==> src/logic/omcr_pkg.sv <==
// Purpose: Constants and types of the operating mode control register bank
// Assumes: 8-bit registers on a byte address, 100 MHz clock
// Notes:   Shared by the design and by the bench
package omcr_pkg;

  // Register byte offsets
  localparam logic [7:0] OMCR_ADDR_MODE_CTL   = 8'h0a;
  localparam logic [7:0] OMCR_ADDR_INTV_HIGH  = 8'h0b;
  localparam logic [7:0] OMCR_ADDR_INTV_LOW   = 8'h0c;
  localparam logic [7:0] OMCR_ADDR_LIMIT_HIGH = 8'h0d;
  localparam logic [7:0] OMCR_ADDR_LIMIT_LOW  = 8'h0e;
  localparam logic [7:0] OMCR_ADDR_EVT_STATUS = 8'h20;
  localparam logic [7:0] OMCR_ADDR_EVT_MASK   = 8'h21;
  localparam logic [7:0] OMCR_ADDR_RUN_STATE  = 8'h22;

  // Reset values
  localparam logic [7:0] OMCR_RST_MODE_CTL   = 8'h00;
  localparam logic [7:0] OMCR_RST_INTV_HIGH  = 8'h80;
  localparam logic [7:0] OMCR_RST_INTV_LOW   = 8'h00;
  localparam logic [7:0] OMCR_RST_LIMIT_HIGH = 8'h00;
  localparam logic [7:0] OMCR_RST_LIMIT_LOW  = 8'h00;
  localparam logic [7:0] OMCR_RST_EVT        = 8'h00;

  // Operating mode codes of the two-bit mode field
  localparam logic [1:0] OMCR_MODE_NORMAL1  = 2'h0;
  localparam logic [1:0] OMCR_MODE_NORMAL2  = 2'h1;
  localparam logic [1:0] OMCR_MODE_STANDBY1 = 2'h2;
  localparam logic [1:0] OMCR_MODE_STANDBY2 = 2'h3;

  // Ignored data cycles: code 0 means this many cycles
  localparam logic [3:0] OMCR_IGNORE_BASE = 4'h3;

  // Interval unit bit: 0 milliseconds, 1 seconds
  localparam int OMCR_UNIT_BIT = 7;

  // Event bit positions in status and mask
  localparam int OMCR_EVT_WAKE_REQ  = 0;
  localparam int OMCR_EVT_SAMPLE    = 1;
  localparam int OMCR_EVT_TO_NORMAL = 2;
  localparam int OMCR_EVT_NUM       = 3;

  // Timing
  localparam int OMCR_CLK_PERIOD_NS = 10;
  localparam int OMCR_MS_NS         = 1000000;
  localparam int OMCR_CYC_PER_MS    = OMCR_MS_NS / OMCR_CLK_PERIOD_NS;
  localparam logic [9:0] OMCR_MS_PER_S = 10'h03e8;

  // Mode control register layout, msb first
  typedef struct packed {
    logic [1:0] mode;
    logic [2:0] ignore_code;
    logic       chop_en;
    logic       wake_en;
    logic       release_run;
  } omcr_mode_ctl_t;

  // Register bus request
  typedef struct packed {
    logic [7:0] addr;
    logic [7:0] wdata;
    logic       we;
    logic       re;
  } omcr_bus_req_t;

  // Measurement result from the acquisition path
  typedef struct packed {
    logic        valid;
    logic [15:0] current;
  } omcr_result_t;

  typedef enum logic [2:0] {
    OMCR_ST_STOP,
    OMCR_ST_NORMAL1,
    OMCR_ST_NORMAL2,
    OMCR_ST_STANDBY1,
    OMCR_ST_STANDBY2
  } omcr_state_t;

endpackage

==> src/logic/omcr_top.sv <==
// Purpose: Operating mode and standby supervision control registers
// Assumes: Result and chopper source come from logic on the same clock
// Notes:   Registers reached over a plain strobe port, read data next cycle
`timescale 1ns/10ps
module omcr_top #(
  parameter int CYC_PER_MS = omcr_pkg::OMCR_CYC_PER_MS
) (
  input  wire logic                   clk,
  input  wire logic                   rst,
  input  wire logic                   ce,
  input  wire omcr_pkg::omcr_bus_req_t bus_req,
  output logic [7:0]                  rdata,
  input  wire omcr_pkg::omcr_result_t result,
  input  wire logic                   chopper_clock_output_src,
  output logic                        chopper_clock_output,
  output logic                        wake_indicator_pin,
  output logic                        sample_start,
  output omcr_pkg::omcr_state_t       run_state,
  output logic                        irq
);
  import omcr_pkg::*;

  // Register storage
  omcr_mode_ctl_t mode_ctl_q;
  logic [7:0]     intv_high_q;
  logic [7:0]     intv_low_q;
  logic [7:0]     limit_high_q;
  logic [7:0]     limit_low_q;
  logic [OMCR_EVT_NUM-1:0] evt_status_q;
  logic [OMCR_EVT_NUM-1:0] evt_mask_q;
  logic [7:0]     rdata_q;

  // Sequencing state
  omcr_state_t state_q;
  omcr_state_t state_d;
  logic [3:0]  ignore_cnt_q;
  logic [31:0] ms_cnt_q;
  logic [9:0]  sec_cnt_q;
  logic [14:0] intv_cnt_q;
  logic        wake_flag_q;
  logic        chop_q;
  logic        sample_q;

  // Address decode
  wire logic hit_mode  = bus_req.addr == OMCR_ADDR_MODE_CTL;
  wire logic hit_ih    = bus_req.addr == OMCR_ADDR_INTV_HIGH;
  wire logic hit_il    = bus_req.addr == OMCR_ADDR_INTV_LOW;
  wire logic hit_lh    = bus_req.addr == OMCR_ADDR_LIMIT_HIGH;
  wire logic hit_ll    = bus_req.addr == OMCR_ADDR_LIMIT_LOW;
  wire logic hit_stat  = bus_req.addr == OMCR_ADDR_EVT_STATUS;
  wire logic hit_mask  = bus_req.addr == OMCR_ADDR_EVT_MASK;
  wire logic hit_state = bus_req.addr == OMCR_ADDR_RUN_STATE;
  wire logic wr_mode   = bus_req.we && hit_mode;
  wire logic wr_stat   = bus_req.we && hit_stat;
  wire logic wr_ih     = bus_req.we && hit_ih;
  wire logic wr_il     = bus_req.we && hit_il;
  wire logic wr_lh     = bus_req.we && hit_lh;
  wire logic wr_ll     = bus_req.we && hit_ll;
  wire logic wr_mask   = bus_req.we && hit_mask;

  // Derived register fields
  wire logic        unit_seconds = intv_high_q[OMCR_UNIT_BIT];
  wire logic [14:0] intv_value   = {intv_high_q[6:0], intv_low_q};
  wire logic [15:0] limit_value  = {limit_high_q, limit_low_q};
  wire logic [3:0]  ignore_need  =
    OMCR_IGNORE_BASE + {1'b0, mode_ctl_q.ignore_code};

  wire logic in_standby = (state_q == OMCR_ST_STANDBY1) ||
                          (state_q == OMCR_ST_STANDBY2);
  wire logic in_normal  = (state_q == OMCR_ST_NORMAL1) ||
                          (state_q == OMCR_ST_NORMAL2);
  wire logic to_normal  = in_standby &&
                          ((state_d == OMCR_ST_NORMAL1) ||
                           (state_d == OMCR_ST_NORMAL2));
  wire logic mode_change = state_d != state_q;

  // Interval time base
  wire logic ms_tick   = ms_cnt_q == 32'(CYC_PER_MS - 1);
  wire logic sec_tick  = ms_tick && (sec_cnt_q == OMCR_MS_PER_S - 10'h001);
  wire logic unit_tick = unit_seconds ? sec_tick : ms_tick;
  wire logic intv_done = unit_tick && (intv_cnt_q >= intv_value);
  wire logic sample_d  = in_standby && !mode_change && intv_done;

  // Threshold comparison after the discarded cycles
  wire logic settled   = ignore_cnt_q >= ignore_need;
  wire logic wake_hit  = (state_q == OMCR_ST_STANDBY2) && result.valid &&
                         settled &&
                         (result.current >= limit_value);

  wire logic [OMCR_EVT_NUM-1:0] evt_set;
  assign evt_set[OMCR_EVT_WAKE_REQ]  = wake_hit;
  assign evt_set[OMCR_EVT_SAMPLE]    = sample_d;
  assign evt_set[OMCR_EVT_TO_NORMAL] = to_normal;

  // Wake flag: a set in the same cycle as a clear wins
  wire logic wake_set  = wake_hit || to_normal;
  wire logic wake_clr  = wr_mode || (in_standby && !mode_change);

  // Next run state follows the release bit and the mode field
  always_comb begin
    state_d = state_q;
    if (!mode_ctl_q.release_run) begin
      state_d = OMCR_ST_STOP;
    end else begin
      case (mode_ctl_q.mode)
        OMCR_MODE_NORMAL1:  state_d = OMCR_ST_NORMAL1;
        OMCR_MODE_NORMAL2:  state_d = OMCR_ST_NORMAL2;
        OMCR_MODE_STANDBY1: state_d = OMCR_ST_STANDBY1;
        OMCR_MODE_STANDBY2: state_d = OMCR_ST_STANDBY2;
        default:            state_d = OMCR_ST_STOP;
      endcase
    end
  end

  // Read data selection
  logic [7:0] rd_mux;
  always_comb begin
    rd_mux = 8'h00;
    case (1'b1)
      hit_mode:  rd_mux = mode_ctl_q;
      hit_ih:    rd_mux = intv_high_q;
      hit_il:    rd_mux = intv_low_q;
      hit_lh:    rd_mux = limit_high_q;
      hit_ll:    rd_mux = limit_low_q;
      hit_stat:  rd_mux = {5'h00, evt_status_q};
      hit_mask:  rd_mux = {5'h00, evt_mask_q};
      hit_state: rd_mux = {5'h00, state_q};
      default:   rd_mux = 8'h00;
    endcase
  end

  // Register writes, one short process per register
  always_ff @(posedge clk) begin
    if (rst) begin
      mode_ctl_q <= OMCR_RST_MODE_CTL;
    end else if (ce && wr_mode) begin
      mode_ctl_q <= bus_req.wdata;
    end
  end

  always_ff @(posedge clk) begin
    if (rst) begin
      intv_high_q <= OMCR_RST_INTV_HIGH;
    end else if (ce && wr_ih) begin
      intv_high_q <= bus_req.wdata;
    end
  end

  always_ff @(posedge clk) begin
    if (rst) begin
      intv_low_q <= OMCR_RST_INTV_LOW;
    end else if (ce && wr_il) begin
      intv_low_q <= bus_req.wdata;
    end
  end

  always_ff @(posedge clk) begin
    if (rst) begin
      limit_high_q <= OMCR_RST_LIMIT_HIGH;
    end else if (ce && wr_lh) begin
      limit_high_q <= bus_req.wdata;
    end
  end

  always_ff @(posedge clk) begin
    if (rst) begin
      limit_low_q <= OMCR_RST_LIMIT_LOW;
    end else if (ce && wr_ll) begin
      limit_low_q <= bus_req.wdata;
    end
  end

  always_ff @(posedge clk) begin
    if (rst) begin
      evt_mask_q <= OMCR_RST_EVT[OMCR_EVT_NUM-1:0];
    end else if (ce && wr_mask) begin
      evt_mask_q <= bus_req.wdata[OMCR_EVT_NUM-1:0];
    end
  end

  // Sticky events: a new event wins over a write-one clear
  genvar gi;
  generate
    for (gi = 0; gi < OMCR_EVT_NUM; gi++) begin : g_evt
      always_ff @(posedge clk) begin
        if (rst) begin
          evt_status_q[gi] <= 1'b0;
        end else if (ce) begin
          if (evt_set[gi]) begin
            evt_status_q[gi] <= 1'b1;
          end else if (wr_stat && bus_req.wdata[gi]) begin
            evt_status_q[gi] <= 1'b0;
          end
        end
      end
    end
  endgenerate

  // Read data, valid in the cycle after the strobe
  always_ff @(posedge clk) begin
    if (rst) begin
      rdata_q <= 8'h00;
    end else if (ce && bus_req.re) begin
      rdata_q <= rd_mux;
    end
  end

  // Run state
  always_ff @(posedge clk) begin
    if (rst) begin
      state_q <= OMCR_ST_STOP;
    end else if (ce) begin
      state_q <= state_d;
    end
  end

  // Discarded data cycles, restarted on each entry into a mode
  always_ff @(posedge clk) begin
    if (rst) begin
      ignore_cnt_q <= 4'h0;
    end else if (ce) begin
      if (mode_change || !in_standby) begin
        ignore_cnt_q <= 4'h0;
      end else if (result.valid && !settled) begin
        ignore_cnt_q <= ignore_cnt_q + 4'h1;
      end
    end
  end

  // Millisecond prescaler, runs only in standby
  always_ff @(posedge clk) begin
    if (rst) begin
      ms_cnt_q <= 32'h0000_0000;
    end else if (ce) begin
      if (!in_standby || mode_change || ms_tick) begin
        ms_cnt_q <= 32'h0000_0000;
      end else begin
        ms_cnt_q <= ms_cnt_q + 32'h0000_0001;
      end
    end
  end

  // Second prescaler counts millisecond ticks
  always_ff @(posedge clk) begin
    if (rst) begin
      sec_cnt_q <= 10'h000;
    end else if (ce) begin
      if (!in_standby || mode_change || sec_tick) begin
        sec_cnt_q <= 10'h000;
      end else if (ms_tick) begin
        sec_cnt_q <= sec_cnt_q + 10'h001;
      end
    end
  end

  // One sample start each time the interval elapses
  always_ff @(posedge clk) begin
    if (rst) begin
      sample_q <= 1'b0;
    end else if (ce) begin
      sample_q <= sample_d;
    end
  end

  // Interval counter in units, restarted on each mode entry
  always_ff @(posedge clk) begin
    if (rst) begin
      intv_cnt_q <= 15'h0000;
    end else if (ce) begin
      if (!in_standby || mode_change || intv_done) begin
        intv_cnt_q <= 15'h0000;
      end else if (unit_tick) begin
        intv_cnt_q <= intv_cnt_q + 15'h0001;
      end
    end
  end

  // Wake indication: raised by a threshold hit or a return from standby to normal
  always_ff @(posedge clk) begin
    if (rst) begin
      wake_flag_q <= 1'b0;
    end else if (ce) begin
      if (wake_set) begin
        wake_flag_q <= 1'b1;
      end else if (wake_clr) begin
        wake_flag_q <= 1'b0;
      end
    end
  end

  // Chopper clock gate
  always_ff @(posedge clk) begin
    if (rst) begin
      chop_q <= 1'b0;
    end else if (ce) begin
      chop_q <= chopper_clock_output_src && mode_ctl_q.chop_en;
    end
  end

  assign rdata                = rdata_q;
  assign chopper_clock_output = chop_q;
  assign wake_indicator_pin   = wake_flag_q && mode_ctl_q.wake_en;
  assign sample_start         = sample_q;
  assign run_state            = state_q;
  assign irq                  = |(evt_status_q & evt_mask_q);

endmodule

==> config.mk <==
export PLATFORM = sky130hd
export DESIGN_NAME = omcr_top
export DESIGN_NICKNAME = d
export VERILOG_FILES = /design/src/logic/omcr_pkg.sv /design/src/logic/omcr_top.sv
export SDC_FILE = /design/constraint.sdc
export NUM_CORES = 1
export LEC_CHECK = 0
export BUFFER_PORTS_ARGS = -buffer_cell sky130_fd_sc_hd__buf_2
export CAP_MARGIN = 20
export CORE_MARGIN = 2
export CORE_UTILIZATION = 44
export CTS_BUF_LIST = sky130_fd_sc_hd__clkbuf_8 sky130_fd_sc_hd__clkbuf_16
export DETAILED_ROUTE_END_ITERATION = 10
export HOLD_SLACK_MARGIN = 0.02
export REMOVE_ABC_BUFFERS = 1
export SYNTH_ARGS = -nofsm -noshare
export SYNTH_HDL_FRONTEND = slang
export SYNTH_SLANG_ARGS = --single-unit
==> constraint.sdc <==
create_clock -name clk -period 4.9 [get_ports clk]
set_clock_uncertainty 0.05 [all_clocks]
set_input_delay 0.245 -clock clk [delete_from_list [all_inputs] [get_ports clk]]
set_output_delay 0.245 -clock clk [all_outputs]
set_load 0.05 [all_outputs]
==> Yosys cells after proc, flatten, opt, wreduce, memory -nomap -nowiden <==
Cells that the tools add are included.
{ "classes": {"reduce_logical": 55, "bitwise_logic": 1, "order_cmp": 3, "eq_ne": 18, "addsub": 5, "n_mux": 26} }
{ "op_table": {"columns": ["cell", "n"], "rows": [
  ["== test 8 x 4 -> 1 bit (second input constant)", 5],
  ["2-to-1 mux 8 bit", 5],
  ["adder 32 x 1 -> 32 bit (second input constant)", 1],
  ["== test 32 x 17 -> 1 bit (second input constant)", 1],
  ["2-to-1 mux 32 bit", 1],
  ["2-to-1 mux 15 bit", 2],
  ["logical AND 1 bit", 28],
  ["== test 8 x 6 -> 1 bit (second input constant)", 3],
  ["2-to-1 mux 10 bit", 2],
  ["greater-or-equal comparator 16 bit", 1],
  ["adder 15 x 1 -> 15 bit (second input constant)", 1],
  ["greater-or-equal comparator 15 bit", 1],
  ["AND reduction 2 bit", 7],
  ["nonzero test 2 bit", 7],
  ["2-to-1 mux 3 bit", 4],
  ["case mux 3 bit (4 select lines)", 1],
  ["adder 10 x 1 -> 10 bit (second input constant)", 1],
  ["== test 10 bit (second input constant)", 1],
  ["2-to-1 mux 1 bit", 9],
  ["logical OR 1 bit", 8],
  ["2-to-1 mux 4 bit", 2],
  ["== test 3 x 2 -> 1 bit (second input constant)", 2],
  ["adder 2 x 3 -> 4 bit (first input constant)", 1],
  ["adder 4 x 1 -> 4 bit (second input constant)", 1],
  ["10 further kinds", 13]
]} }
{ "totals": {"output_inout_bits": 15, "in_bits": 39, "regBits": 121} }

==> Logic depth before layout (Yosys ltp) <==
{ "logic_depth": {"ltp_word": 9, "ltp_mapped": 10, "mapped_depth_nobuf": 10} }

==> Worst setup path before layout <==
OpenSTA, ideal clock, no wires.
{ "synth_path": {"kind": "register to register", "startpoint": "register mode_ctl_q[6] (netlist name)", "endpoint": "register sec_cnt_q[8]", "t_required_ps": 4780, "stages_incl_launch_ff": 9, "setup_slack_ps": 2663, "t_arrival_ps": 2117, "path_buffers": 0, "synth_period_minus_slack_ps": 2237, "cell_sequence": "dfxtp_1 inv_1 ha_1 or2_2 and4b_1 o221ai_4 nand2_4 or4_1 a21oi_1"} }
{ "synth_between": {"elab_chain_cells": 8, "word_cells_on_any_way": 12, "classes_between": "4 x eq/ne; 3 x mux; 5 x reduce/logical"} }
{ "synth_lines": {"columns": ["item", "line", "rtl"], "rows": [
  ["start, declared", "omcr_top.sv:24", "omcr_mode_ctl_t mode_ctl_q;"],
  ["start signal, assigned", "omcr_top.sv:137", "mode_ctl_q <= bus_req.wdata;"],
  ["== test 2 bit (tied with other cells)", "omcr_top.sv:105", "case (mode_ctl_q.mode)"],
  ["case mux 3 bit (4 select lines) *", "omcr_top.sv:105", null],
  ["2-to-1 mux 3 bit *", "omcr_top.sv:102", "if (!mode_ctl_q.release_run) begin"],
  ["inequality test 3 bit *", "omcr_top.sv:75", "wire logic mode_change = state_d != state_q;"],
  ["logical OR 1 bit * (2 in series)", "omcr_top.sv:248", "if (!in_standby || mode_change || sec_tick) begin"],
  ["nonzero test 2 bit (no line)", null, null],
  ["AND reduction 2 bit (no line)", null, null],
  ["end signal, assigned", "omcr_top.sv:251", "sec_cnt_q <= sec_cnt_q + 10'h001;"],
  ["end, declared", "omcr_top.sv:38", "logic [9:0] sec_cnt_q;"]
]} }
Mark *: on every way between the ends. The rest lies on a longest branch, timed or not.
A chain may end at the register's enable or synchronous reset.

==> Final worst setup path <==
{ "layout_path": {"startpoint": "register mode_ctl_q[6] (netlist name)", "endpoint": "register ms_cnt_q[12]"} }
{ "layout_between": {"elab_chain_cells": 7, "word_cells_on_any_way": 10, "classes_between": "4 x eq/ne; 3 x mux; 3 x reduce/logical"} }
{ "layout_lines": {"columns": ["item", "line", "rtl"], "rows": [
  ["== test 2 bit (tied with other cells)", "omcr_top.sv:105", null],
  ["case mux 3 bit (4 select lines) *", "omcr_top.sv:105", null],
  ["2-to-1 mux 3 bit *", "omcr_top.sv:102", null],
  ["inequality test 3 bit *", "omcr_top.sv:75", null],
  ["logical OR 1 bit * (2 in series)", "omcr_top.sv:235", "if (!in_standby || mode_change || ms_tick) begin"],
  ["2-to-1 mux 32 bit *", "omcr_top.sv:235", null],
  ["end signal, assigned", "omcr_top.sv:238", "ms_cnt_q <= ms_cnt_q + 32'h0000_0001;"],
  ["end, declared", "omcr_top.sv:37", "logic [31:0] ms_cnt_q;"]
]} }
Marked as above.

==> flow_metrics.py <==
metrics = {
    "die": {
        "core_area_um2": 15090,
        "dieArea_um2": 16300,
        "fp.dieW_um": 127.7,
        "die_y_um": 127.7,
        "top_level_ports": 54,
        "rows": 45,
        "start_util_pct": 44.59,
    },
    "pwr": {
        "max-vdd-ir-drop_mv": 0.2096,
        "power_density_nw_per_um2": 289.5,
        "p_leak_uw": 0.002968,
    },
    "setup_path": {
        "required_ns": 5.11,
        "r2r-start": "mode_ctl_q[6]",
        "cp-start-kind": "flip-flop",
        "r2r_cells": 8,
        "critPathMaxFanout": 30,
        "arrival_ns": 2.99,
        "reg2reg_setup_slack_ns": 2.12,
        "regToRegEndpoint": "ms_cnt_q[12]",
        "worstSetupEndpointType": "flip-flop",
        "critPathKind": "reg -> reg",
    },
    "logic_synthesis": {
        "ys.flop_type": "dfxtp_1",
        "synth.largest_area_cell": "dfxtp_1",
        "synth.distinct_cells": 72,
        "synth_cells": 797,
        "yosysSeqAreaShare_pct": 36.00,
        "async_flop_share_pct": 0,
        "yosys-top-cells-area": "dfxtp_1, ha_1, nor2_1",
        "synth_most_common_cell": "dfxtp_1",
        "syn-cell-area_um2": 6729,
        "synth_top_area_share_pct": 36.00,
        "synth_edf_count": 0,
        "synth.yosys.warnings": 0,
        "avgSynthCellArea_um2": 8.443,
        "synth_commonest_cells": "dfxtp_1, nor2_1, inv_1, nand2_1, a21oi_1",
        "synth_seq_cells": 121,
    },
    "sta": {
        "tightest_slew_ns": 1.023,
        "max_slew_margin_pct": 31.19,
        "fin_crit_ns": 2.782,
        "post-route-period-util_pct": 56.78,
        "finalWorstSetupSlack_ns": 2.118,
        "setup_viol_count_final": 0,
        "final-hold-violation-count": 0,
        "fin_hold_ws_ns": 0.05230,
        "finalSetupTns_ns": 0,
        "fmax_mhz": 359.4,
        "rsz0062_at_grt": "no",
        "slew_viol_final": 0,
    },
    "grt": {
        "grt_pass1_vias": 5792,
        "antenna_found_initial": 0,
        "grt_max_degree": 59,
        "gr-total-overflow": 0,
        "grt_pass1_wl_um": 28810,
        "track_usage_pct": 22.16,
    },
    "detailed_routing": {
        "drc": 0,
        "viasPerCell": 5.641,
        "wl_met3_um": 622,
        "drt-pass1-iter-count": 5,
        "top_layer": "met4",
        "wl_met1_um": 8502,
        "wl_met2_um": 7793,
        "drt_iter0_markers": 367,
        "ant_nets": 0,
        "wl_per_cell_um": 16.60,
        "wl_um": 17190,
        "vias": 5838,
    },
    "clock_tree": {
        "clk_latency_ns": 0.42,
        "ctsResizeCount": 0,
        "cts_buffers": 17,
        "postCtsSetupRepairBufs": 0,
        "htree_levels": 4,
        "cts_tree": "yes",
        "clk_path_buf_depth": 2,
        "clkSinkCount": 121,
        "path_clk_slew_ns": 0.05,
        "cts_hold_buffers": 0,
        "ctsRootBufferMaster": "clkbuf_16",
    },
    "place": {
        "portBuffers": 53,
        "dpl_cell_area_um2": 7092,
        "dp.cells": 1007,
        "hpwl_um": 12490,
        "dp_worst_setup_slack_ns": 2.108,
        "place_congestion": 0.8135,
    },
    "finish": {
        "fin_cells": 1035,
        "num-fill-cells": 1457,
        "area_delta_synth_final_pct": 13.00,
        "post_route_cells_drive_above_1_share_pct": 12.99,
        "nets": 920,
        "postLayoutCellArea_um2": 7604,
        "n_antenna_cell": 0,
    },
    "job": {
        "max_cap_viol_count": 0,
    },
    "worst_hold_path": {
        "hold_path_depth": 3,
        "holdPathEnd": "chopper_clock_output",
        "hp-class": "in -> reg",
        "min_from": "chopper_clock_output_src",
    },
    "run_status": {
        "status": "finished clean",
    },
}
[worst max-delay path by stage]
stage	startpoint	endpoint	slack, ns	depth (start not counted)
6_report	mode_ctl_q[6]	ms_cnt_q[12]	2.12	8
4_1_cts	mode_ctl_q[6]	ms_cnt_q[29]	2.09	8
3_3_place_gp	ce	ms_cnt_q[17]	2.18	7
5_1_grt	mode_ctl_q[6]	ms_cnt_q[30]	1.87	8
3_5_place_dp	mode_ctl_q[6]	ms_cnt_q[20]	2.11	8
2_1_floorplan	ms_cnt_q[5]	ms_cnt_q[27]	2.60	5
[metal layers]
| layer | vias to the layer above | track usage, % |
|---|---|---|
| met5 | - | 0 |
| met4 | 0 | 7.563 |
| met3 | 23 | 4.132 |
| met2 | 123 | 34.95 |
| met1 | 2778 | 30.56 |
| li1 | 2914 | - |
[cell usage in the layout, fill, tap and decap left out, types with 33 or more instances in the layout]
cell type,instances
nor2_1,118
o21ai_0,38
mux2i_1,34
nand2_1,47
inv_1,56
buf_2,53
dfxtp_1,121
ha_1,43
xor2_1,38
nand3_1,33
a21oi_1,45
[layout make-up]
cell class | count | area, um^2 | area share (%)
Clock inverter | 7 | 31.28 | 0.4114
Sequential cell | 121 | 2422 | 31.86
Multi-Input combinational cell | 590 | 3955 | 52.02
Clock buffer | 21 | 480.5 | 6.319
Timing Repair Buffer | 55 | 280.3 | 3.686
Inverter | 53 | 198.9 | 2.616
Tap cell | 188 | 235.2 | 3.094
[report_power, final]
| group | internal (uW) | switching [uW] | leakage (uW) | total [uW] |
|---|---|---|---|---|
| combinational | 33.8 | 76.0 | 0.00172 | 110 |
| sequential | 989 | 2.57 | 0.000976 | 992 |
| clock | 677 | 423 | 0.000270 | 1100 |
| total | 1700 | 501 | 0.00297 | 2200 |
[through the flow]
stage | total power, uW | util [%]
floorplan | 1063 | -
global placement | 1119 | 47.00
detailed placement | 1122 | 47.00
CTS | 2217 | 50.39
global route | 2268 | 50.39
finish | 2201 | 50.39
[cells by family after synthesis]
kind of cell | count (synthesis) | share of synthesized area, %
buffers and inverters | 86 | 5.225
xor gates and xnor gates | 45 | 5.857
muxes | 34 | 5.058
DFF | 121 | 36.00
and+or+nand+nor | 320 | 25.16
adders and majority gates | 43 | 7.996
AOI/OAI and AO/OA | 148 | 14.71
[critical path, cell delays in order, from the launching register on]
cell and delay [ns]:
dfxtp_1 0.39, inv_1 0.09, ha_1 0.21, or2_2 0.35, and4b_1 0.25, o221ai_4 0.28
nand2_4 0.12, nand2_1 0.77, nor2_1 0.12
[flip-flops by register name, summed over array words and instances (netlist names), 4 cells and up]
name,cells
ignore_cnt_q,4
intv_cnt_q,15
intv_high_q,8
intv_low_q,8
limit_high_q,8
limit_low_q,8
mode_ctl_q,8
ms_cnt_q,32
rdata,8
sec_cnt_q,10
(Power assumes the default switching activity.)
